### src/logic/cso_pkg.sv
package cso_pkg;
	// instruction classes that can land on a file register
	typedef enum logic [3:0] {
		op_none           = 4'h0,
		move_w_to_file_op = 4'h1,
		add_op            = 4'h2,
		sub_op            = 4'h3,
		and_op            = 4'h4,
		ior_op            = 4'h5,
		xor_op            = 4'h6,
		clear_file_op     = 4'h7,
		rotate_left_op    = 4'h8,
		rotate_right_op   = 4'h9,
		nibble_swap_op    = 4'hA,
		bit_clear_op      = 4'hB,
		bit_set_op        = 4'hC
	} cso_op_type;

	typedef struct packed {
		logic       indirect_bank_sel;
		logic [1:0] direct_bank_sel;
		logic       wdt_expired_n;
		logic       sleep_entered_n;
		logic       zero_flag;
		logic       digit_carry_flag;
		logic       carry_flag;
	} cso_status_type;

	typedef struct packed {
		logic       port_pullup_disable;
		logic       ext_irq_edge;
		logic       timer_src_sel;
		logic       timer_edge_sel;
		logic       prescaler_owner;
		logic [2:0] prescale_ratio;
	} cso_option_type;

	typedef struct packed {
		cso_op_type op;
		logic [6:0] file_addr;
		logic       indirect;
		logic       to_file;
		logic [7:0] w_val;
	} cso_instr_type;

	typedef struct packed {
		logic zero_flag;
		logic digit_carry_flag;
		logic carry_flag;
		logic upd_zero;
		logic upd_digit_carry;
		logic upd_carry;
	} cso_flags_type;

	localparam logic [6:0] STATUS_FILE   = 7'h03;
	localparam logic [6:0] OPTION_FILE   = 7'h01;
	localparam logic [8:0] UNIMPL_LO     = 9'h197;
	localparam logic [8:0] UNIMPL_HI     = 9'h19F;
	localparam int         IND_BANK_BIT  = 7;
	localparam int         DIR_BANK_HI   = 6;
	localparam int         DIR_BANK_LO   = 5;
	localparam int         Z_BIT         = 2;
	localparam int         DIG_CARRY_BIT = 1;
	localparam int         C_BIT         = 0;
	localparam logic [7:0] STATUS_RST    = 8'h18;
	localparam logic [7:0] OPTION_RST    = 8'hFF;
	localparam int         PULLUP_W_DEF  = 6;
	localparam int         PRESCALE_W    = 8;
endpackage : cso_pkg

### src/logic/cso_flag_unit.sv
`timescale 1ns/1ns
module cso_flag_unit
	import cso_pkg::*;
(
	input  wire cso_op_type    op,
	input  wire logic [7:0]    w_val,
	input  wire logic [7:0]    f_val,
	input  wire logic          carry_in,
	output logic [7:0]         result,
	output cso_flags_type      flags
);
	always_comb begin
		logic [8:0] sum;
		logic [4:0] low;
		sum = 9'h000;
		low = 5'h00;
		result = f_val;
		flags = '0;
		case (op)
			add_op: begin
				sum = {1'h0, f_val} + {1'h0, w_val};
				low = {1'h0, f_val[3:0]} + {1'h0, w_val[3:0]};
				result = sum[7:0];
				flags = '{1'h0, low[4], sum[8], 1'h1, 1'h1, 1'h1};
			end
			sub_op: begin
				// borrow reads as a cleared carry
				sum = {1'h0, f_val} + {1'h0, ~w_val} + 9'h001;
				low = {1'h0, f_val[3:0]} + {1'h0, ~w_val[3:0]} + 5'h01;
				result = sum[7:0];
				flags = '{1'h0, low[4], sum[8], 1'h1, 1'h1, 1'h1};
			end
			and_op: begin
				result = f_val & w_val;
				flags.upd_zero = 1'h1;
			end
			ior_op: begin
				result = f_val | w_val;
				flags.upd_zero = 1'h1;
			end
			xor_op: begin
				result = f_val ^ w_val;
				flags.upd_zero = 1'h1;
			end
			clear_file_op: begin
				result = 8'h00;
				flags.upd_zero = 1'h1;
			end
			rotate_left_op: begin
				result = {f_val[6:0], carry_in};
				flags.carry_flag = f_val[7];
				flags.upd_carry = 1'h1;
			end
			rotate_right_op: begin
				result = {carry_in, f_val[7:1]};
				flags.carry_flag = f_val[0];
				flags.upd_carry = 1'h1;
			end
			move_w_to_file_op: result = w_val;
			nibble_swap_op: result = {f_val[3:0], f_val[7:4]};
			bit_clear_op: result = f_val & ~w_val;
			bit_set_op: result = f_val | w_val;
			default: result = f_val;
		endcase
		flags.zero_flag = (result == 8'h00);
	end
endmodule : cso_flag_unit

### src/logic/cso_prescale_unit.sv
`timescale 1ns/1ns
module cso_prescale_unit
	import cso_pkg::*;
(
	input  wire logic           ref_clk,
	input  wire logic           srst,
	input  wire logic           ext_timer_irq_pin,
	input  wire logic           instr_clock,
	input  wire logic           wdt_base_tick,
	input  wire cso_option_type cfg,
	output logic                timer_inc,
	output logic                wdt_inc,
	output logic                ext_irq_evt
);
	logic [2:0]            pin_sync;
	logic                  pin_level;
	logic                  next_level;
	logic                  pin_rise;
	logic                  pin_fall;
	logic                  src_evt;
	logic                  pre_in;
	logic                  pre_full;
	logic                  owner_q;
	logic [3:0]            shift;
	logic [8:0]            mask;
	logic [PRESCALE_W-1:0] cnt;

	always_ff @(posedge ref_clk) begin
		if (srst) begin
			pin_sync <= 3'h0;
			pin_level <= 1'h0;
		end else begin
			pin_sync <= {pin_sync[1:0], ext_timer_irq_pin};
			pin_level <= next_level;
		end
	end

	// a change counts only once the last two stages agree
	assign next_level = (pin_sync[1] == pin_sync[2]) ? pin_sync[2] : pin_level;
	assign pin_rise = next_level & ~pin_level;
	assign pin_fall = ~next_level & pin_level;
	assign src_evt = cfg.timer_src_sel ? (cfg.timer_edge_sel ? pin_fall : pin_rise)
		: instr_clock;
	assign pre_in = cfg.prescaler_owner ? wdt_base_tick : src_evt;
	assign shift = cfg.prescaler_owner ? {1'h0, cfg.prescale_ratio}
		: {1'h0, cfg.prescale_ratio} + 4'h1;
	assign mask = (9'h001 << shift) - 9'h001;
	assign pre_full = ((cnt[7:0] & mask[7:0]) == mask[7:0]);

	// a reassignment restarts the count so no stale phase leaks across
	always_ff @(posedge ref_clk) begin
		if (srst) begin
			cnt <= '0;
			owner_q <= 1'h1;
		end else begin
			owner_q <= cfg.prescaler_owner;
			if (owner_q != cfg.prescaler_owner) begin
				cnt <= '0;
			end else if (pre_in) begin
				cnt <= cnt + 1'h1;
			end
		end
	end

	always_ff @(posedge ref_clk) begin
		if (srst) begin
			timer_inc <= 1'h0;
			wdt_inc <= 1'h0;
			ext_irq_evt <= 1'h0;
		end else begin
			timer_inc <= cfg.prescaler_owner ? src_evt : (src_evt & pre_full);
			wdt_inc <= cfg.prescaler_owner ? (wdt_base_tick & pre_full) : wdt_base_tick;
			ext_irq_evt <= cfg.ext_irq_edge ? pin_rise : pin_fall;
		end
	end

	a_timer_bypass: assert property (@(posedge ref_clk) disable iff (srst)
		(cfg.prescaler_owner && src_evt) |=> timer_inc)
		else $error("timer not clocked 1:1 while prescaler owned by watchdog");
	a_wdt_div_one: assert property (@(posedge ref_clk) disable iff (srst)
		(cfg.prescaler_owner && owner_q && cfg.prescale_ratio == 3'h0 && wdt_base_tick)
		|=> wdt_inc)
		else $error("watchdog ratio zero did not pass every tick");
endmodule : cso_prescale_unit

### src/logic/cso_core_regs.sv
`timescale 1ns/1ns
module cso_core_regs
	import cso_pkg::*;
#(
	parameter int PULLUP_W = PULLUP_W_DEF
)(
	input  wire logic                ref_clk,
	input  wire logic                srst,
	input  wire logic                instr_valid,
	input  wire cso_instr_type       instr,
	input  wire logic [7:0]          fsr,
	input  wire logic [7:0]          file_rd_data,
	input  wire logic                watchdog_clear_op,
	input  wire logic                sleep_op,
	input  wire logic                wdt_timeout,
	input  wire logic                rd_en,
	input  wire logic [6:0]          rd_file_addr,
	input  wire logic                rd_indirect,
	input  wire logic                ext_timer_irq_pin,
	input  wire logic                instr_clock,
	input  wire logic                wdt_base_tick,
	input  wire logic [PULLUP_W-1:0] pullup_mask_reg,
	output logic [8:0]               data_addr,
	output logic [7:0]               result_data,
	output logic                     result_wr,
	output logic [7:0]               rd_data,
	output logic                     rd_hit,
	output cso_status_type           status_out,
	output cso_option_type           option_out,
	output logic [PULLUP_W-1:0]      pullup_en,
	output logic                     timer_inc,
	output logic                     wdt_inc,
	output logic                     ext_irq_evt
);
	generate
		if (PULLUP_W < 1 || PULLUP_W > 8) begin : g_bad_width
			$error("pull-up width must be 1 to 8");
		end
	endgenerate

	logic           indirect_bank_sel;
	logic [1:0]     direct_bank_sel;
	logic           wdt_expired_n;
	logic           sleep_entered_n;
	logic           zero_flag;
	logic           digit_carry_flag;
	logic           carry_flag;
	cso_option_type option_q;
	cso_status_type status_now;
	logic [8:0]     ex_addr;
	logic [8:0]     rd_addr;
	logic           ex_status;
	logic           ex_option;
	logic           st_wr;
	logic           op_wr;
	logic [7:0]     f_val;
	logic [7:0]     alu_result;
	cso_flags_type  flags;

	// indirect goes through the pointer, direct through the bank bits
	function automatic logic [8:0] cso_form_addr(
		input cso_status_type st,
		input logic [6:0]     file_addr,
		input logic           indirect,
		input logic [7:0]     ptr
	);
		if (indirect) begin
			cso_form_addr = {st.indirect_bank_sel, ptr};
		end else begin
			cso_form_addr = {st.direct_bank_sel, file_addr};
		end
	endfunction : cso_form_addr

	// status is mirrored in every bank
	function automatic logic cso_is_status(input logic [8:0] addr);
		cso_is_status = (addr[6:0] == STATUS_FILE);
	endfunction : cso_is_status

	// option sits in the odd banks only
	function automatic logic cso_is_option(input logic [8:0] addr);
		cso_is_option = (addr[6:0] == OPTION_FILE) && addr[7];
	endfunction : cso_is_option

	function automatic logic cso_is_unimpl(input logic [8:0] addr);
		cso_is_unimpl = (addr >= UNIMPL_LO) && (addr <= UNIMPL_HI);
	endfunction : cso_is_unimpl

	assign status_now = {indirect_bank_sel, direct_bank_sel, wdt_expired_n,
		sleep_entered_n, zero_flag, digit_carry_flag, carry_flag};
	assign status_out = status_now;
	assign option_out = option_q;

	assign ex_addr = cso_form_addr(status_now, instr.file_addr, instr.indirect, fsr);
	assign rd_addr = cso_form_addr(status_now, rd_file_addr, rd_indirect, fsr);
	assign ex_status = cso_is_status(ex_addr);
	assign ex_option = cso_is_option(ex_addr);
	assign st_wr = instr_valid && instr.to_file && ex_status;
	assign op_wr = instr_valid && instr.to_file && ex_option;

	always_comb begin
		if (ex_status) begin
			f_val = status_now;
		end else if (ex_option) begin
			f_val = option_q;
		end else begin
			f_val = file_rd_data;
		end
	end

	cso_flag_unit u_flag_unit (
		.op       (instr.op),
		.w_val    (instr.w_val),
		.f_val    (f_val),
		.carry_in (carry_flag),
		.result   (alu_result),
		.flags    (flags)
	);

	always_ff @(posedge ref_clk) begin
		if (srst) begin
			indirect_bank_sel <= STATUS_RST[IND_BANK_BIT];
			direct_bank_sel <= STATUS_RST[DIR_BANK_HI:DIR_BANK_LO];
		end else if (st_wr) begin
			indirect_bank_sel <= alu_result[IND_BANK_BIT];
			direct_bank_sel <= alu_result[DIR_BANK_HI:DIR_BANK_LO];
		end
	end

	// flag logic beats an explicit write to the same bit
	always_ff @(posedge ref_clk) begin
		if (srst) begin
			zero_flag <= STATUS_RST[Z_BIT];
			digit_carry_flag <= STATUS_RST[DIG_CARRY_BIT];
			carry_flag <= STATUS_RST[C_BIT];
		end else if (instr_valid) begin
			if (flags.upd_zero) begin
				zero_flag <= flags.zero_flag;
			end else if (st_wr) begin
				zero_flag <= alu_result[Z_BIT];
			end
			if (flags.upd_digit_carry) begin
				digit_carry_flag <= flags.digit_carry_flag;
			end else if (st_wr) begin
				digit_carry_flag <= alu_result[DIG_CARRY_BIT];
			end
			if (flags.upd_carry) begin
				carry_flag <= flags.carry_flag;
			end else if (st_wr) begin
				carry_flag <= alu_result[C_BIT];
			end
		end
	end

	// no write path at all; a timeout outranks a clear in the same cycle
	always_ff @(posedge ref_clk) begin
		if (srst) begin
			wdt_expired_n <= 1'h1;
			sleep_entered_n <= 1'h1;
		end else begin
			if (wdt_timeout) begin
				wdt_expired_n <= 1'h0;
			end else if (watchdog_clear_op || sleep_op) begin
				wdt_expired_n <= 1'h1;
			end
			if (sleep_op) begin
				sleep_entered_n <= 1'h0;
			end else if (watchdog_clear_op) begin
				sleep_entered_n <= 1'h1;
			end
		end
	end

	always_ff @(posedge ref_clk) begin
		if (srst) begin
			option_q <= OPTION_RST;
		end else if (op_wr) begin
			option_q <= alu_result;
		end
	end

	always_ff @(posedge ref_clk) begin
		if (srst) begin
			data_addr <= 9'h000;
			result_data <= 8'h00;
			result_wr <= 1'h0;
		end else begin
			if (instr_valid) begin
				data_addr <= ex_addr;
				result_data <= alu_result;
			end
			result_wr <= instr_valid && instr.to_file && !ex_status && !ex_option;
		end
	end

	always_ff @(posedge ref_clk) begin
		if (srst) begin
			rd_data <= 8'h00;
			rd_hit <= 1'h0;
		end else if (!rd_en) begin
			rd_hit <= 1'h0;
		end else if (cso_is_status(rd_addr)) begin
			rd_data <= status_now;
			rd_hit <= 1'h1;
		end else if (cso_is_option(rd_addr)) begin
			rd_data <= option_q;
			rd_hit <= 1'h1;
		end else if (cso_is_unimpl(rd_addr)) begin
			rd_data <= 8'h00;
			rd_hit <= 1'h1;
		end else begin
			rd_data <= 8'h00;
			rd_hit <= 1'h0;
		end
	end

	// registered so the pad ring sees a clean level
	always_ff @(posedge ref_clk) begin
		if (srst) begin
			pullup_en <= '0;
		end else if (option_q.port_pullup_disable) begin
			pullup_en <= '0;
		end else begin
			pullup_en <= pullup_mask_reg;
		end
	end

	cso_prescale_unit u_prescale_unit (
		.ref_clk           (ref_clk),
		.srst              (srst),
		.ext_timer_irq_pin (ext_timer_irq_pin),
		.instr_clock       (instr_clock),
		.wdt_base_tick     (wdt_base_tick),
		.cfg               (option_q),
		.timer_inc         (timer_inc),
		.wdt_inc           (wdt_inc),
		.ext_irq_evt       (ext_irq_evt)
	);

	a_flag_write_block: assert property (@(posedge ref_clk) disable iff (srst)
		(st_wr && flags.upd_zero) |=> (zero_flag == $past(flags.zero_flag)))
		else $error("explicit write reached a flag the op owns");
	a_status_ro_bits: assert property (@(posedge ref_clk) disable iff (srst)
		(st_wr && !wdt_timeout && !watchdog_clear_op && !sleep_op)
		|=> $stable(wdt_expired_n) && $stable(sleep_entered_n))
		else $error("status write changed a read-only flag");
	a_timeout_clears: assert property (@(posedge ref_clk) disable iff (srst)
		wdt_timeout |=> !wdt_expired_n)
		else $error("timeout did not clear watchdog flag");
	a_clear_sets: assert property (@(posedge ref_clk) disable iff (srst)
		(watchdog_clear_op && !wdt_timeout && !sleep_op)
		|=> wdt_expired_n && sleep_entered_n)
		else $error("watchdog clear did not set both flags");
	a_sleep_marks: assert property (@(posedge ref_clk) disable iff (srst)
		(sleep_op && !wdt_timeout) |=> !sleep_entered_n && wdt_expired_n)
		else $error("sleep did not mark power-down");
	a_unimpl_reads: assert property (@(posedge ref_clk) disable iff (srst)
		(rd_en && cso_is_unimpl(rd_addr)) |=> rd_hit && (rd_data == 8'h00))
		else $error("unimplemented location read nonzero");
	a_pullup_gate: assert property (@(posedge ref_clk) disable iff (srst)
		##1 (pullup_en == ($past(option_q.port_pullup_disable) ? '0 : $past(pullup_mask_reg))))
		else $error("pull-up enables disagree with disable bit");
	a_direct_addr: assert property (@(posedge ref_clk) disable iff (srst)
		(instr_valid && !instr.indirect)
		|=> (data_addr == {$past(direct_bank_sel), $past(instr.file_addr)}))
		else $error("direct address not formed from bank bits");
	a_indirect_addr: assert property (@(posedge ref_clk) disable iff (srst)
		(instr_valid && instr.indirect)
		|=> (data_addr == {$past(indirect_bank_sel), $past(fsr)}))
		else $error("indirect address not formed from bank bit");
	a_zero_track: assert property (@(posedge ref_clk) disable iff (srst)
		(instr_valid && flags.upd_zero) |=> (zero_flag == ($past(alu_result) == 8'h00)))
		else $error("zero flag does not match result");
	a_sub_borrow: assert property (@(posedge ref_clk) disable iff (srst)
		(instr_valid && instr.op == sub_op)
		|=> (carry_flag == ($past(f_val) >= $past(instr.w_val))))
		else $error("subtract carry is not inverted borrow");
	a_rotate_carry: assert property (@(posedge ref_clk) disable iff (srst)
		(instr_valid && instr.op == rotate_left_op) |=> (carry_flag == $past(f_val[7])))
		else $error("rotate left lost the shifted bit");
endmodule : cso_core_regs

### config.mk
export PLATFORM = sky130hd
export DESIGN_NAME = cso_core_regs
export DESIGN_NICKNAME = d
export VERILOG_FILES = /design/src/logic/cso_pkg.sv /design/src/logic/cso_flag_unit.sv /design/src/logic/cso_prescale_unit.sv /design/src/logic/cso_core_regs.sv
export SDC_FILE = /design/constraint.sdc
export NUM_CORES = 1
export LEC_CHECK = 0
export ABC_AREA = 1
export BUFFER_PORTS_ARGS = -buffer_cell sky130_fd_sc_hd__buf_2
export CAP_MARGIN = 20
export CORE_ASPECT_RATIO = 0.6
export CORE_MARGIN = 2
export CORE_UTILIZATION = 55
export CTS_CLUSTER_DIAMETER = 30
export DETAILED_ROUTE_END_ITERATION = 8
export GPL_TIMING_DRIVEN = 0
export PLACE_DENSITY = 0.81
export SYNTH_ARGS = -nofsm -noshare
export SYNTH_HDL_FRONTEND = slang
export SYNTH_SLANG_ARGS = --single-unit
export TNS_END_PERCENT = 100
### constraint.sdc
create_clock -name ref_clk -period 10.8 [get_ports ref_clk]
set_clock_uncertainty 0.2 [all_clocks]
set_input_delay 2.16 -clock ref_clk [delete_from_list [all_inputs] [get_ports ref_clk]]
set_output_delay 2.16 -clock ref_clk [all_outputs]
set_load 0.01 [all_outputs]
==> metrics.cfg <==
[detailed_routing]
vias = 5872
postRouteAntennaNets = 0
viasPerCell = 5.73
firstDrtPassIters = 7
drt_iter0_markers = 740
drt-total-wl_um = 17600
drc = 0
wire_per_inst_um = 17.2

[grt]
grt_overflow_total = 0
grt_pass1_wl_um = 27800
grt_max_degree = 11
grt_usage_pct = 36.6
antenna_found_initial = 0
first_global_vias = 5426

[timing]
fin_crit_sh_pct = 56.4
slew_headroom_pct = 50.7
rsz0062_at_grt = false
drv_slew = 0
hold_viol = 0
whs_ns = 0.213
setup_tns_ns = 0
setup_viol = 0
fmax_mhz = 164
setup_ws_ns = 4.71
period_minus_slack_ns = 6.09
worstMarginPinSlew_ns = 0.737

[place]
place_area_mm2 = 0.00559
place_congestion = 1.02
hpwl_um = 14400
port_buffers = 109
pre_cts_slack_ns = 4.62

[clock_network]
cts-root-buf = clkbuf_16
cts_inserted_buffers = 9
h-tree-depth = 3
insertion_delay_ns = 0.34
clk_pin_slew_worst_paths_ns = 0.05
clkSinkCount = 65
cts_setup_buffers = 0
cts_hold_buf = 0
cts_tree = built
clk_path_buf_depth = 2
cts-resized-gates = 0

[logic_synthesis]
syn_avg_cell_area_um2 = 6.20
ys_seq_elements = 65
ys_warn_count = 0
synth_top_area_share_pct = 26.5
yosysUniqueCellTypes = 42
netlist_area_mm2 = 0.00490
synth_edf_count = 0
yosysMostFrequentCell = nand2_1
seq_area_frac_synth_pct = 26.5
syn_nets = 881
synth_commonest_cells = nand2_1 (171), inv_1 (141), nor2_1 (80)
netlist_instances = 791
async_reset_ff_share_pct = 0
ys.flop_type = dfxtp_1
yosys-top-cells-area = dfxtp_1 (27%), nand2_1 (13%), inv_1 (11%)
yosys.area.top_type = dfxtp_1

[critical_path]
r2r_slack_ns = 6.53
crit_fanout = 10
cp.arrival_ns = 6.12
critPathLaunchType = primary input
cp-end-kind = flip-flop
r2r-end = carry_flag$_SDFFE_PP0P_
critical_path_required_ns = 10.83
r2r_start = direct_bank_sel[0]$_SDFFE_PP0P_
reg2reg_depth = 22
path_class = primary input to flip-flop

[cells_and_area]
diodes = 0
drive_above_1_share_pct = 16.9
area_growth_pct = 19.5
fill_cells = 751
layout.nets = 1001
finalInstanceArea_mm2 = 0.00586

[die]
io_pins = 113
rows = 26
die_x_um = 126
die_y_um = 77.1
start_util_pct = 57.1
core_mm2 = 0.00859
dieArea_mm2 = 0.00971

[power_and_ir_drop]
leakage_nw = 3.16
power.density_mw_per_mm2 = 114
ir_drop_v = 0.0000993

[hold_path]
holdPathStages = 2
min-delay-path-class = flip-flop to flip-flop
worst_hold_startpoint = u_prescale_unit.pin_sync[0]$_SDFF_PP0_
min_to = u_prescale_unit.pin_sync[1]$_SDFF_PP0_

[status]
status = finished clean

[flow_run]
maxCapViolCount = 0

-- cells in the final DEF, fill, tap and decap left out, types with 2 or more instances in the layout --
| master | n |
|---|---|
| dfxtp_1 | 65 |
| inv_1 | 141 |
| nor2_1 | 80 |
| o21a_1 | 3 |
| o21bai_1 | 2 |
| nand2_1 | 171 |
| ha_1 | 27 |
| nand3_1 | 68 |
| nand2_2 | 8 |
| xor2_1 | 4 |
| o211ai_1 | 18 |
| o21ai_0 | 74 |
| fa_1 | 2 |
| a21oi_1 | 48 |
| o21ai_1 | 7 |
| clkbuf_16 | 9 |
| nor2_4 | 3 |
| nor4_1 | 2 |
| a211oi_1 | 2 |
| nand3_2 | 2 |
| nor3_1 | 8 |
| buf_2 | 110 |
| nand2_4 | 3 |
| inv_2 | 4 |
| buf_1 | 3 |
| nand4_1 | 8 |
| buf_4 | 6 |
| clkbuf_8 | 3 |
| clkbuf_1 | 11 |
| o22ai_1 | 7 |
-- critical path, stage by stage --
cell      delay [ns]
buf_2           0.12
buf_6           0.13
o21ai_1         0.22
nand2_1         0.16
nor2_4          0.27
nand2_4         0.12
nand2_1         0.08
nand3_1         0.10
nand2_1         0.16
inv_1           0.09
ha_1            0.27
clkbuf_1        0.40
inv_1           0.19
a21oi_1         0.19
nand3_1         0.20
nand2_1         0.12
inv_1           0.05
o21ai_0         0.14
a21oi_1         0.08
nor3_1          0.51
nand3_1         0.15
o211ai_1        0.13
inv_1           0.06
-- cells by family (layout without fill, tap and decap cells) --
| kind of cell | count (synthesis) | in the layout | synth area share [%] |
|---|---|---|---|
| buf+inv | 168 | 290 | 13.8 |
| flops | 65 | 65 | 26.5 |
| simple gates | 360 | 360 | 32.7 |
| compound gates | 164 | 164 | 18.4 |
| xor+xnor | 4 | 4 | 0.715 |
| mux | 1 | 1 | 0.204 |
| fa+ha+maj | 29 | 29 | 7.71 |
-- metrics by stage --
stage	instances	utilization, %	total power, mW
after detailed placement	1012	65.1	0.398
after global routing	1025	68.2	0.696
after CTS	1025	68.2	0.664
after global placement	1012	65.1	0.394
after floorplan	791	-	0.345
final	1025	68.2	0.670
-- layout make-up --
| cell class | instances | area, µm² | area share (%) |
|---|---|---|---|
| clock buffers | 13 | 270 | 4.61 |
| multi-input cells | 558 | 2930 | 50.0 |
| inverters | 147 | 564 | 9.63 |
| well taps | 112 | 140 | 2.39 |
| repair buffers | 109 | 546 | 9.31 |
| flip-flops and latches | 65 | 1300 | 22.2 |
| plain buffers | 21 | 110 | 1.88 |
-- worst max-delay path by stage --
stage / startpoint / endpoint / slack (ns) / cells after the start
detailed placement: instr[9] / carry_flag$_SDFFE_PP0P_ / 4.62 / 23
finish: instr[9] / carry_flag$_SDFFE_PP0P_ / 4.71 / 23
CTS: instr[9] / carry_flag$_SDFFE_PP0P_ / 4.97 / 24
global placement: instr[9] / carry_flag$_SDFFE_PP0P_ / 4.55 / 23
global route: instr[9] / carry_flag$_SDFFE_PP0P_ / 4.47 / 23
floorplan: instr[9] / zero_flag$_SDFFE_PP0P_ / 5.69 / 25
-- registers in the layout, indices dropped and copies added, names as in the netlist, 2 cells and up --
signal	flops
option_out	8
data_addr	9
result_data	8
rd_data	8
direct_bank_sel	2
u_prescale_unit.cnt	8
u_prescale_unit.pin_sync	3
pullup_en	6
-- metal layers --
layer / global-route usage [%] / part of all wire [%] / routed length (µm)
met4: 10.0 / 1.8 / 312
met5: 0 / 0 / 0
met1: 52.9 / 44 / 7830
met2: 50.1 / 39 / 6820
met3: 14.3 / 15 / 2680
-- power breakdown --
| group | switching, mW | leakage [nW] | internal, mW | total [mW] |
|---|---|---|---|---|
| registers | 0.00538 | 0.530 | 0.248 | 0.253 |
| logic | 0.0998 | 2.49 | 0.0471 | 0.147 |
| clock network | 0.100 | 0.134 | 0.170 | 0.270 |
No activity file was read; power rests on OpenSTA's default activity.
